$ cat src/verilog/card_if_map.vh
`ifndef CARD_IF_MAP_VH
`define CARD_IF_MAP_VH

// serial slave address byte, read/write bit in bit 0
`define ADDR_BASE 8'h40

`define CTRL_RESET 8'h00
`define STAT_RESET 8'h04

// control register fields
`define CB_START 0
`define CB_WARM 1
`define CB_VCC3 2
`define CB_CLKSTOP 3
`define CB_STOPHIGH 4
`define CB_RATE_LO 5
`define CB_RATE_HI 6
`define CB_IOEN 7

// status register fields
`define SB_CARD_PRESENT 0
`define SB_PRESENCE_CHANGED 1
`define SB_IO 2
`define SB_SUPPLY_FAULT_LATCHED 3
`define SB_PROTECTION_FAULT_LATCHED 4
`define SB_MUTE 5
`define SB_EARLY 6
`define SB_ACTIVE 7

// timing
`define CLK_HZ 20000000
`define SCL_MAX_KHZ 400
`define PWR_SETTLE_NS 50000
`define DEACT_NS 10000
`define RST_LOW_CARD_CYC 500
`define MUTE_CARD_CYC 40000
`define EARLY_CARD_CYC 400
`define IO_GUARD_CYC 2'h3

`endif

$ cat src/verilog/card_clk_gen.v
`timescale 1ns/1ps
`default_nettype none

// card clock from the input clock: /8, /4, /2 or straight through
module card_clk_gen (
  input wire clk,
  input wire rst_b,
  input wire run,
  input wire stop,
  input wire stopHigh,
  input wire [1:0] rate,
  output wire cardClk,
  output reg tick
);

  reg [2:0] cnt_q;
  reg clkOut_q;
  wire advance;
  wire [2:0] cntNext;
  reg selNow;
  reg selNext;

  assign advance = run & ~stop;
  assign cntNext = cnt_q + 3'h1;

  always @*
  begin
    case (rate)
      2'b00:
      begin
        selNow = cnt_q[2];
        selNext = cntNext[2];
      end
      2'b01:
      begin
        selNow = cnt_q[1];
        selNext = cntNext[1];
      end
      2'b10:
      begin
        selNow = cnt_q[0];
        selNext = cntNext[0];
      end
      default:
      begin
        selNow = 1'b0;
        selNext = 1'b1;
      end
    endcase
  end

  always @(posedge clk or negedge rst_b)
  begin
    if (!rst_b)
    begin
      cnt_q <= 3'h0;
      clkOut_q <= 1'b0;
      tick <= 1'b0;
    end
    else
    begin
      tick <= advance & selNext & ~selNow;
      if (advance)
      begin
        cnt_q <= cntNext;
        clkOut_q <= selNext;
      end
      else if (!run)
      begin
        cnt_q <= 3'h0;
        clkOut_q <= 1'b0;
      end
      else
      begin
        clkOut_q <= stopHigh;
      end
    end
  end

  // undivided rate has to pass clk itself; a registered copy cannot toggle that fast
  assign cardClk = (rate == 2'b11 && advance) ? clk : clkOut_q;

endmodule // card_clk_gen

`default_nettype wire

$ cat src/verilog/card_interface_host_port.v
`timescale 1ns/1ps
`default_nettype none
`include "card_if_map.vh"

module card_interface_host_port #(
  parameter MUTE_CYC = `MUTE_CARD_CYC,
  parameter EARLY_CYC = `EARLY_CARD_CYC,
  parameter RST_LOW_CYC = `RST_LOW_CARD_CYC
) (
  input wire clk,
  input wire rst_b,
  input wire sclIn,
  input wire sdaIn,
  output wire sdaOut,
  output wire sdaOeB,
  input wire [2:0] addrSelectPins,
  input wire cardPresent,
  input wire supplyFault,
  input wire protFault,
  input wire cardIoIn,
  output wire cardIoOut,
  output wire cardIoOeB,
  input wire hostSideDataLineIn,
  output wire hostSideDataLineOut,
  output wire hostSideDataLineOeB,
  output reg cardVccOn,
  output wire cardVcc3v,
  output reg cardRst,
  output wire cardClk,
  output reg intB
);

  localparam PWR_CYC = (`PWR_SETTLE_NS * (`CLK_HZ / 1000000) + 999) / 1000;
  localparam DEACT_CYC = (`DEACT_NS * (`CLK_HZ / 1000000) + 999) / 1000;

  // serial slave states
  localparam [6:0] I_IDLE = 7'h01;
  localparam [6:0] I_ADDR = 7'h02;
  localparam [6:0] I_ACKA = 7'h04;
  localparam [6:0] I_WR = 7'h08;
  localparam [6:0] I_ACKW = 7'h10;
  localparam [6:0] I_RD = 7'h20;
  localparam [6:0] I_ACKR = 7'h40;

  // card session states
  localparam [5:0] S_OFF = 6'h01;
  localparam [5:0] S_PWR = 6'h02;
  localparam [5:0] S_RSTL = 6'h04;
  localparam [5:0] S_ATR = 6'h08;
  localparam [5:0] S_ON = 6'h10;
  localparam [5:0] S_DEACT = 6'h20;

  // pin synchronisers; idle-high lines reset high so status starts at 0x04
  localparam [9:0] SYNC_INIT = 10'h00f;
  wire [9:0] rawIn;
  reg [9:0] sync1_q;
  reg [9:0] sync2_q;
  reg [3:0] prev_q;
  wire sclS;
  wire sdaS;
  wire ioS;
  wire hostS;
  wire presS;
  wire supS;
  wire protS;
  wire [2:0] selS;

  assign rawIn = {addrSelectPins, protFault, supplyFault, cardPresent,
                  hostSideDataLineIn, cardIoIn, sdaIn, sclIn};
  assign sclS = sync2_q[0];
  assign sdaS = sync2_q[1];
  assign ioS = sync2_q[2];
  assign hostS = sync2_q[3];
  assign presS = sync2_q[4];
  assign supS = sync2_q[5];
  assign protS = sync2_q[6];
  assign selS = sync2_q[9:7];

  always @(posedge clk or negedge rst_b)
  begin
    if (!rst_b)
    begin
      sync1_q <= SYNC_INIT;
      sync2_q <= SYNC_INIT;
      prev_q <= 4'h7;
    end
    else
    begin
      sync1_q <= rawIn;
      sync2_q <= sync1_q;
      prev_q <= {presS, ioS, sdaS, sclS};
    end
  end

  wire sclRise = sclS & ~prev_q[0];
  wire sclFall = ~sclS & prev_q[0];
  wire busStart = sclS & prev_q[0] & ~sdaS & prev_q[1];
  wire busStop = sclS & prev_q[0] & sdaS & ~prev_q[1];
  wire ioFall = ~ioS & prev_q[2];
  wire presEdge = presS ^ prev_q[3];

  reg [6:0] iState_q;
  reg [2:0] bitCnt_q;
  reg byteDone_q;
  reg [7:0] shift_q;
  reg readDir_q;
  reg sdaLow_q;
  reg [7:0] ctrl_q;
  reg wrStrobe;
  reg rdStrobe;
  wire [7:0] status;
  wire addrHit;

  assign addrHit = ({shift_q[7:1], 1'b0} == (`ADDR_BASE + {4'h0, selS, 1'b0}));

  always @(posedge clk or negedge rst_b)
  begin
    if (!rst_b)
    begin
      iState_q <= I_IDLE;
      bitCnt_q <= 3'h0;
      byteDone_q <= 1'b0;
      shift_q <= 8'h00;
      readDir_q <= 1'b0;
      sdaLow_q <= 1'b0;
      wrStrobe <= 1'b0;
      rdStrobe <= 1'b0;
    end
    else
    begin
      wrStrobe <= 1'b0;
      rdStrobe <= 1'b0;
      if (busStop)
      begin
        iState_q <= I_IDLE;
        sdaLow_q <= 1'b0;
      end
      else if (busStart)
      begin
        iState_q <= I_ADDR;
        bitCnt_q <= 3'h0;
        byteDone_q <= 1'b0;
        sdaLow_q <= 1'b0;
      end
      else
      begin
        case (iState_q)
          I_ADDR, I_WR:
          begin
            if (sclRise && !byteDone_q)
            begin
              shift_q <= {shift_q[6:0], sdaS};
              bitCnt_q <= bitCnt_q + 3'h1;
              byteDone_q <= (bitCnt_q == 3'h7);
            end
            else if (sclFall && byteDone_q)
            begin
              byteDone_q <= 1'b0;
              if (iState_q == I_WR)
              begin
                iState_q <= I_ACKW;
                sdaLow_q <= 1'b1;
                wrStrobe <= 1'b1;
              end
              else if (addrHit)
              begin
                iState_q <= I_ACKA;
                readDir_q <= shift_q[0];
                sdaLow_q <= 1'b1;
              end
              else
              begin
                iState_q <= I_IDLE;
              end
            end
          end
          I_ACKA:
          begin
            if (sclFall)
            begin
              bitCnt_q <= 3'h0;
              if (readDir_q)
              begin
                iState_q <= I_RD;
                shift_q <= status;
                sdaLow_q <= ~status[7];
                rdStrobe <= 1'b1;
              end
              else
              begin
                iState_q <= I_WR;
                sdaLow_q <= 1'b0;
              end
            end
          end
          I_ACKW:
          begin
            // one control byte per frame; anything after waits for the next START
            if (sclFall)
            begin
              iState_q <= I_IDLE;
              sdaLow_q <= 1'b0;
            end
          end
          I_RD:
          begin
            if (sclFall)
            begin
              bitCnt_q <= bitCnt_q + 3'h1;
              shift_q <= {shift_q[6:0], 1'b1};
              if (bitCnt_q == 3'h7)
              begin
                iState_q <= I_ACKR;
                sdaLow_q <= 1'b0;
              end
              else
              begin
                sdaLow_q <= ~shift_q[6];
              end
            end
          end
          I_ACKR:
          begin
            if (sclFall)
            begin
              iState_q <= I_IDLE;
            end
          end
          default:
          begin
            iState_q <= I_IDLE;
          end
        endcase
      end
    end
  end

  assign sdaOut = 1'b0;
  assign sdaOeB = ~sdaLow_q;

  // card session sequencer
  reg [5:0] sState_q;
  reg [15:0] wait_q;
  reg answered;
  reg muteHit;
  reg [7:0] latch_q;
  reg presence_changed_q;
  reg supply_fault_latched_q;
  reg protection_fault_latched_q;
  reg mute_q;
  reg early_q;
  wire cardTick;
  wire startReq = wrStrobe & shift_q[`CB_START] & ~ctrl_q[`CB_START];
  wire stopReq = wrStrobe & ~shift_q[`CB_START] & ctrl_q[`CB_START];
  wire warmReq = wrStrobe & shift_q[`CB_WARM];
  wire inSession = ~sState_q[0] & ~sState_q[5];
  wire abort = ~presS | supS | protS | stopReq;
  wire clearWarm = answered | muteHit | (ctrl_q[`CB_WARM] & ~sState_q[3] & ~sState_q[2]);

  always @*
  begin
    answered = sState_q[3] & ioFall;
    muteHit = sState_q[3] & cardTick & (wait_q == MUTE_CYC - 1);
  end

  always @(posedge clk or negedge rst_b)
  begin
    if (!rst_b)
    begin
      ctrl_q <= `CTRL_RESET;
    end
    else if (wrStrobe)
    begin
      ctrl_q <= shift_q;
    end
    else if (clearWarm)
    begin
      ctrl_q[`CB_WARM] <= 1'b0;
    end
  end

  always @(posedge clk or negedge rst_b)
  begin
    if (!rst_b)
    begin
      sState_q <= S_OFF;
      wait_q <= 16'h0000;
      cardVccOn <= 1'b0;
      cardRst <= 1'b0;
    end
    else
    begin
      case (sState_q)
        S_OFF:
        begin
          if (startReq && presS && !supS && !protS)
          begin
            sState_q <= S_PWR;
            cardVccOn <= 1'b1;
            wait_q <= 16'h0000;
          end
        end
        S_PWR:
        begin
          wait_q <= wait_q + 16'h0001;
          if (wait_q == PWR_CYC - 1)
          begin
            sState_q <= S_RSTL;
            wait_q <= 16'h0000;
          end
        end
        S_RSTL:
        begin
          cardRst <= 1'b0;
          if (cardTick)
          begin
            wait_q <= wait_q + 16'h0001;
          end
          if (cardTick && wait_q == RST_LOW_CYC - 1)
          begin
            sState_q <= S_ATR;
            cardRst <= 1'b1;
            wait_q <= 16'h0000;
          end
        end
        S_ATR:
        begin
          if (cardTick)
          begin
            wait_q <= wait_q + 16'h0001;
          end
          if (answered || muteHit)
          begin
            sState_q <= S_ON;
          end
        end
        S_ON:
        begin
          if (warmReq)
          begin
            sState_q <= S_RSTL;
            cardRst <= 1'b0;
            wait_q <= 16'h0000;
          end
        end
        S_DEACT:
        begin
          wait_q <= wait_q + 16'h0001;
          if (wait_q == DEACT_CYC - 1)
          begin
            sState_q <= S_OFF;
            cardVccOn <= 1'b0;
          end
        end
        default:
        begin
          sState_q <= S_OFF;
        end
      endcase
      // removal, fault or a cleared start bit forces deactivation
      if (inSession && abort)
      begin
        sState_q <= S_DEACT;
        cardRst <= 1'b0;
        wait_q <= 16'h0000;
      end
    end
  end

  // 3 V select follows the register; host keeps it through deactivation
  assign cardVcc3v = ctrl_q[`CB_VCC3];

  card_clk_gen card_clk_gen_i (
    .clk(clk),
    .rst_b(rst_b),
    .run(sState_q[2] | sState_q[3] | sState_q[4]),
    .stop(sState_q[4] & ctrl_q[`CB_CLKSTOP]),
    .stopHigh(ctrl_q[`CB_STOPHIGH]),
    .rate({ctrl_q[`CB_RATE_HI], ctrl_q[`CB_RATE_LO]}),
    .cardClk(cardClk),
    .tick(cardTick)
  );

  // status latches: a new event beats a read clear in the same cycle
  always @(posedge clk or negedge rst_b)
  begin
    if (!rst_b)
    begin
      presence_changed_q <= 1'b0;
      supply_fault_latched_q <= 1'b0;
      protection_fault_latched_q <= 1'b0;
      mute_q <= 1'b0;
      early_q <= 1'b0;
      intB <= 1'b1;
    end
    else
    begin
      presence_changed_q <= presEdge | (presence_changed_q & ~rdStrobe);
      supply_fault_latched_q <= supS | (supply_fault_latched_q & ~rdStrobe);
      protection_fault_latched_q <= (protS & inSession) | (protection_fault_latched_q & ~rdStrobe);
      if (sState_q[0] && startReq)
      begin
        mute_q <= 1'b0;
        early_q <= 1'b0;
      end
      else
      begin
        mute_q <= mute_q | muteHit;
        early_q <= early_q | (answered & (wait_q < EARLY_CYC));
      end
      intB <= ~((presEdge | presence_changed_q) | (supS | supply_fault_latched_q) | (protS & inSession) | protection_fault_latched_q);
    end
  end

  always @*
  begin
    latch_q = 8'h00;
    latch_q[`SB_CARD_PRESENT] = presS;
    latch_q[`SB_PRESENCE_CHANGED] = presence_changed_q;
    latch_q[`SB_IO] = ioS;
    latch_q[`SB_SUPPLY_FAULT_LATCHED] = supply_fault_latched_q;
    latch_q[`SB_PROTECTION_FAULT_LATCHED] = protection_fault_latched_q;
    latch_q[`SB_MUTE] = mute_q;
    latch_q[`SB_EARLY] = early_q;
    latch_q[`SB_ACTIVE] = cardVccOn;
  end
  assign status = latch_q;

  // data line relay: whichever side went low first owns it; a short guard
  // after release stops our own drive echoing back through the synchronisers
  reg [1:0] owner_q;
  reg [1:0] guard_q;
  wire relayOn = ctrl_q[`CB_IOEN] & (sState_q[3] | sState_q[4]);

  always @(posedge clk or negedge rst_b)
  begin
    if (!rst_b)
    begin
      owner_q <= 2'h0;
      guard_q <= 2'h0;
    end
    else if (!relayOn)
    begin
      owner_q <= 2'h0;
      guard_q <= 2'h0;
    end
    else if (owner_q == 2'h1 && ioS)
    begin
      owner_q <= 2'h0;
      guard_q <= `IO_GUARD_CYC;
    end
    else if (owner_q == 2'h2 && hostS)
    begin
      owner_q <= 2'h0;
      guard_q <= `IO_GUARD_CYC;
    end
    else if (guard_q != 2'h0)
    begin
      guard_q <= guard_q - 2'h1;
    end
    else if (owner_q == 2'h0 && !ioS)
    begin
      owner_q <= 2'h1;
    end
    else if (owner_q == 2'h0 && !hostS)
    begin
      owner_q <= 2'h2;
    end
  end

  assign hostSideDataLineOut = 1'b0;
  assign hostSideDataLineOeB = ~(owner_q == 2'h1);
  assign cardIoOut = 1'b0;
  // contact pulled low while shutting down or while relaying a host-side low; left to its pull-up when off
  assign cardIoOeB = ~((owner_q == 2'h2) | sState_q[5]);

endmodule // card_interface_host_port

`default_nettype wire
$ cat config.mk
export PLATFORM = sky130hd
export DESIGN_NAME = card_interface_host_port
export DESIGN_NICKNAME = d
export VERILOG_FILES = /design/src/verilog/card_clk_gen.v /design/src/verilog/card_interface_host_port.v
export VERILOG_INCLUDE_DIRS = /design/src /design/src/verilog
export SDC_FILE = /design/constraint.sdc
export NUM_CORES = 1
export LEC_CHECK = 0
export ABC_AREA = 0
export BUFFER_PORTS_ARGS = -buffer_cell sky130_fd_sc_hd__buf_2
export CAP_MARGIN = 20
export CORE_MARGIN = 4
export CORE_UTILIZATION = 57
export CTS_BUF_LIST = sky130_fd_sc_hd__clkbuf_2 sky130_fd_sc_hd__clkbuf_4 sky130_fd_sc_hd__clkbuf_8
export DETAILED_ROUTE_END_ITERATION = 12
export PLACE_DENSITY = 0.78
export SETUP_SLACK_MARGIN = 0.5
export SLEW_MARGIN = 40
export SYNTH_ARGS = -nofsm -noshare
export SYNTH_HDL_FRONTEND = slang
export SYNTH_SLANG_ARGS = --single-unit
$ cat constraint.sdc
create_clock -name clk -period 2.4 [get_ports clk]
set_input_delay 0.48 -clock clk [delete_from_list [all_inputs] [get_ports clk]]
set_output_delay 0.48 -clock clk [all_outputs]
set_load 0.02 [all_outputs]
==> flow_summary.yaml <==
timing:
  maxSlewViolCount: 0
  maxSlewHeadroom_pct: 53.2
  achievable-frequency_mhz: 420
  skew_ps: 11.6
  worstMarginPinSlew_ps: 697
  unrepaired_setup_endpoints_after_global_routing: "true"
  fin_crit_ps: 2380
  layout_worst_path_cycle_share_pct: 99.3
  setup_viol: 0
  hold_viol_final: 0
yosys:
  postSynthAreaPerCell_sq_um: 9.94
  synth-edff-count: 0
  netlist-cell-type-count: 78
  synth.largest_area_cell: "sky130_fd_sc_hd__dfrtp_1"
  synth.ff_latch_count: 93
  synth_cells: 478
  cell_area_after_synthesis_sq_um: 4750
  ys_seq_area_share_pct: 49.4
  synth_async_sr_flop_share_pct: 100
  synth-main-ff-cell: "sky130_fd_sc_hd__dfrtp_1"
  yosysWarningCount: 0
  post_synth_main_area_contributors: "sky130_fd_sc_hd__dfrtp_1 42%, sky130_fd_sc_hd__dfstp_2 7.7%, sky130_fd_sc_hd__nor2_1 4.0%, sky130_fd_sc_hd__nand2_1 3.4%, sky130_fd_sc_hd__o21ai_0 3.4%"
  yosys.area.top_type_share_pct: 41.6
grt:
  grt_pass1_wl_mm: 20.7
  vias_in_the_first_global_route: 4167
  overall_fraction_of_global_route_tracks_in_use_pct: 27.3
  overflow: 0
  grt_max_degree: 50
  initial_antenna_violation_count: 0
cells_and_area:
  syn_to_final_growth_pct: 33.9
  final_cell_count_no_fill: 683
  fin_nets: 591
  multiInputGateArea_sq_um: 2760
  layout-drive-gt1-share_pct: 40.5
  final-seq-area_sq_um: 2350
  final_core_utilization_pct: 77.8
  post-route-cell-area_sq_um: 6360
  num-fill-cells: 485
  mostFrequentLayoutCells: "72 x sky130_fd_sc_hd__dfrtp_1, 60 x sky130_fd_sc_hd__buf_4, 44 x sky130_fd_sc_hd__nor2_1"
  final_common_cell: "sky130_fd_sc_hd__dfrtp_1"
  insertedDiodeCount: 0
placement:
  detailed_place.area_sq_um: 5240
  place_congestion: 0.916
  hpwl_mm: 8.02
  dp.cells: 618
  portBuffers: 19
min_path:
  hold_path_end: "sync1_q[2]"
  holdCritStartpoint: "cardIoIn"
  min_path_cells: 1
  timing.hold.worst.class: "in -> reg"
routing:
  drtIter0Drc: 484
  detail_route.vias_per_cell: 6.51
  drt_drc_violations_left: 0
  vias: 4448
  drt_pre_antenna_iters: 7
  maxUsedRoutingLayer: "met4"
  met3_wirelength_mm: 1.35
  final_antenna_net_count: 0
  detailroute.wirelength.met2_mm: 6.68
  route.final.wire_length_mm: 14.6
  avgRoutedWirePerCell_um: 21.4
  wl_met1_mm: 5.47
floorplanning:
  die-height_um: 99.3
  design.die.area_sq_um: 9860
  floorplan.initialDensity_pct: 58.1
  horizontal_die_dimension_um: 99.3
  placementRows: 33
  core_area_sq_um: 8180
  io_pins: 23
setup_path:
  timing.critical_path.arrival_ps: 2760
  cp-end-kind: "flip-flop"
  regToRegStartpoint: "sState_q[3]"
  cp_max_fo: 7
  worst_setup_path_start_kind: "flip-flop"
  ff2ff_path_depth: 8
  r2r_end: "wait_q[15]"
  worst-r2r-setup-slack_ps: 20
  worstSetupPathType: "reg -> reg"
  critical_path_required_ps: 2780
clock_tree:
  source_to_sink_clock_delay_at_the_later_pin_of_the_worst_skew_pair_ps: 490
  cts_tree: "yes"
  cts.reportedPaths.clkPinSlew_ps: 100
pwr:
  ir_drop_mv: 0.293
  total_power_w: 0.00308
  p_per_area_nw_per_um2: 485
  power_leakage_nw: 2.78
flow_run:
  max_cap_violations: 0
outcome:
  status: "finished, final reports clean"
state kept, by name, summed over array words and instances (netlist names), 2 cells and up:
name / flops
wait_q: 16
sync1_q: 10
sync2_q: 10
shift_q: 8
ctrl_q: 7
iState_q: 7
sState_q: 6
prev_q: 4
bitCnt_q: 3
card_clk_gen_i.cnt_q: 3
guard_q: 2
owner_q: 2
synth_stat cells, drive strengths merged (2+ instances only):
| library cell | number |
|---|---|
| or2 | 2 |
| xor2 | 7 |
| a21o | 5 |
| clkbuf | 9 |
| a211oi | 2 |
| nand2 | 44 |
| and4 | 2 |
| nand3 | 14 |
| buf | 11 |
| and4b | 2 |
| a221oi | 2 |
| nand4 | 4 |
| o32ai | 2 |
| dfstp | 14 |
| or3 | 2 |
| a32o | 5 |
| and3 | 8 |
| a41oi | 2 |
| inv | 19 |
| nor4b | 5 |
| o2bb2ai | 2 |
| mux2 | 12 |
| nand2b | 6 |
| a31oi | 16 |
| o31ai | 4 |
| o21ai | 32 |
| nor3b | 3 |
| or3b | 5 |
| mux2i | 2 |
| xnor2 | 3 |
| nor2b | 7 |
| o31a | 2 |
| nor3 | 16 |
| nor4 | 8 |
| or4 | 6 |
| and3b | 3 |
| o21a | 2 |
| a21oi | 19 |
| nor2 | 51 |
| dfrtp | 79 |
| o211a | 2 |
| and2 | 3 |
| ha | 6 |
| a22o | 11 |
per-layer routing:
layer | track usage, % | up-vias
met5 | 0 | -
met2 | 42.6 | 297
met4 | 14.7 | 0
met1 | 34.8 | 2139
li1 | - | 1941
met3 | 7.15 | 71
stage by stage:
step                setup TNS, ps  hold WS [ps]  setup slack, ps
global route                -92.4          55.0            -36.0
global placement                0           334             56.4
finish                          0          86.5             16.8
CTS                             0          80.3             46.6
detailed placement          -15.3           338            -15.3
floorplan                       0           184              147
worst max-delay path, cell delays in order (launching register included):
cell and delay [ps]:
sky130_fd_sc_hd__dfrtp_1 430, sky130_fd_sc_hd__buf_6 140, sky130_fd_sc_hd__or4_4 560, sky130_fd_sc_hd__a21oi_4 170, sky130_fd_sc_hd__o41ai_4 110, sky130_fd_sc_hd__buf_4 150, sky130_fd_sc_hd__a21oi_4 290, sky130_fd_sc_hd__nand2_2 120
sky130_fd_sc_hd__a221o_1 310
cell families after synthesis:
kind of cell / share of synthesized area (%)
simple gates: 21.6
compound gates: 18.5
flops: 49.4
buf+inv: 3.74
mux: 3.27
xor+xnor: 1.84
fa+ha+maj: 1.58
other cells: 0.0790
final cells by class:
type / instances / area share, %
inverters: 19 / 1.12
multi-input cells: 349 / 43.5
flip-flops and latches: 93 / 37.0
repair buffers: 97 / 12.4
well taps: 105 / 2.07
clock buffers: 13 / 2.77
clock inverters: 7 / 1.24
power by group:
part,total [W],switching [W],internal (W)
clock network,0.00120,0.000682,0.000521
registers,0.00169,0.0000572,0.00163
logic,0.000196,0.000112,0.0000838
total,0.00308,0.000851,0.00223
how the worst max path moves through the flow:
stage           startpoint         end  cells past startpoint
5_1_grt        sState_q[4]     cardClk                      6
3_5_place_dp    sync2_q[6]  wait_q[11]                      6
2_1_floorplan    wait_q[0]  wait_q[11]                      7
3_3_place_gp    sync2_q[6]  wait_q[11]                      6
6_report       sState_q[3]  wait_q[15]                      8
4_1_cts        sState_q[4]     cardClk                      6
repair_timing:
action,in CTS,in global routing
cloned,1,0
buffers inserted,26,18
pin swaps,27,35
hold endpoints to repair,16,0
setup endpoints to repair,40,44
gates resized for setup,57,58
hold buffers,1,0
(Power assumes the default switching activity.)
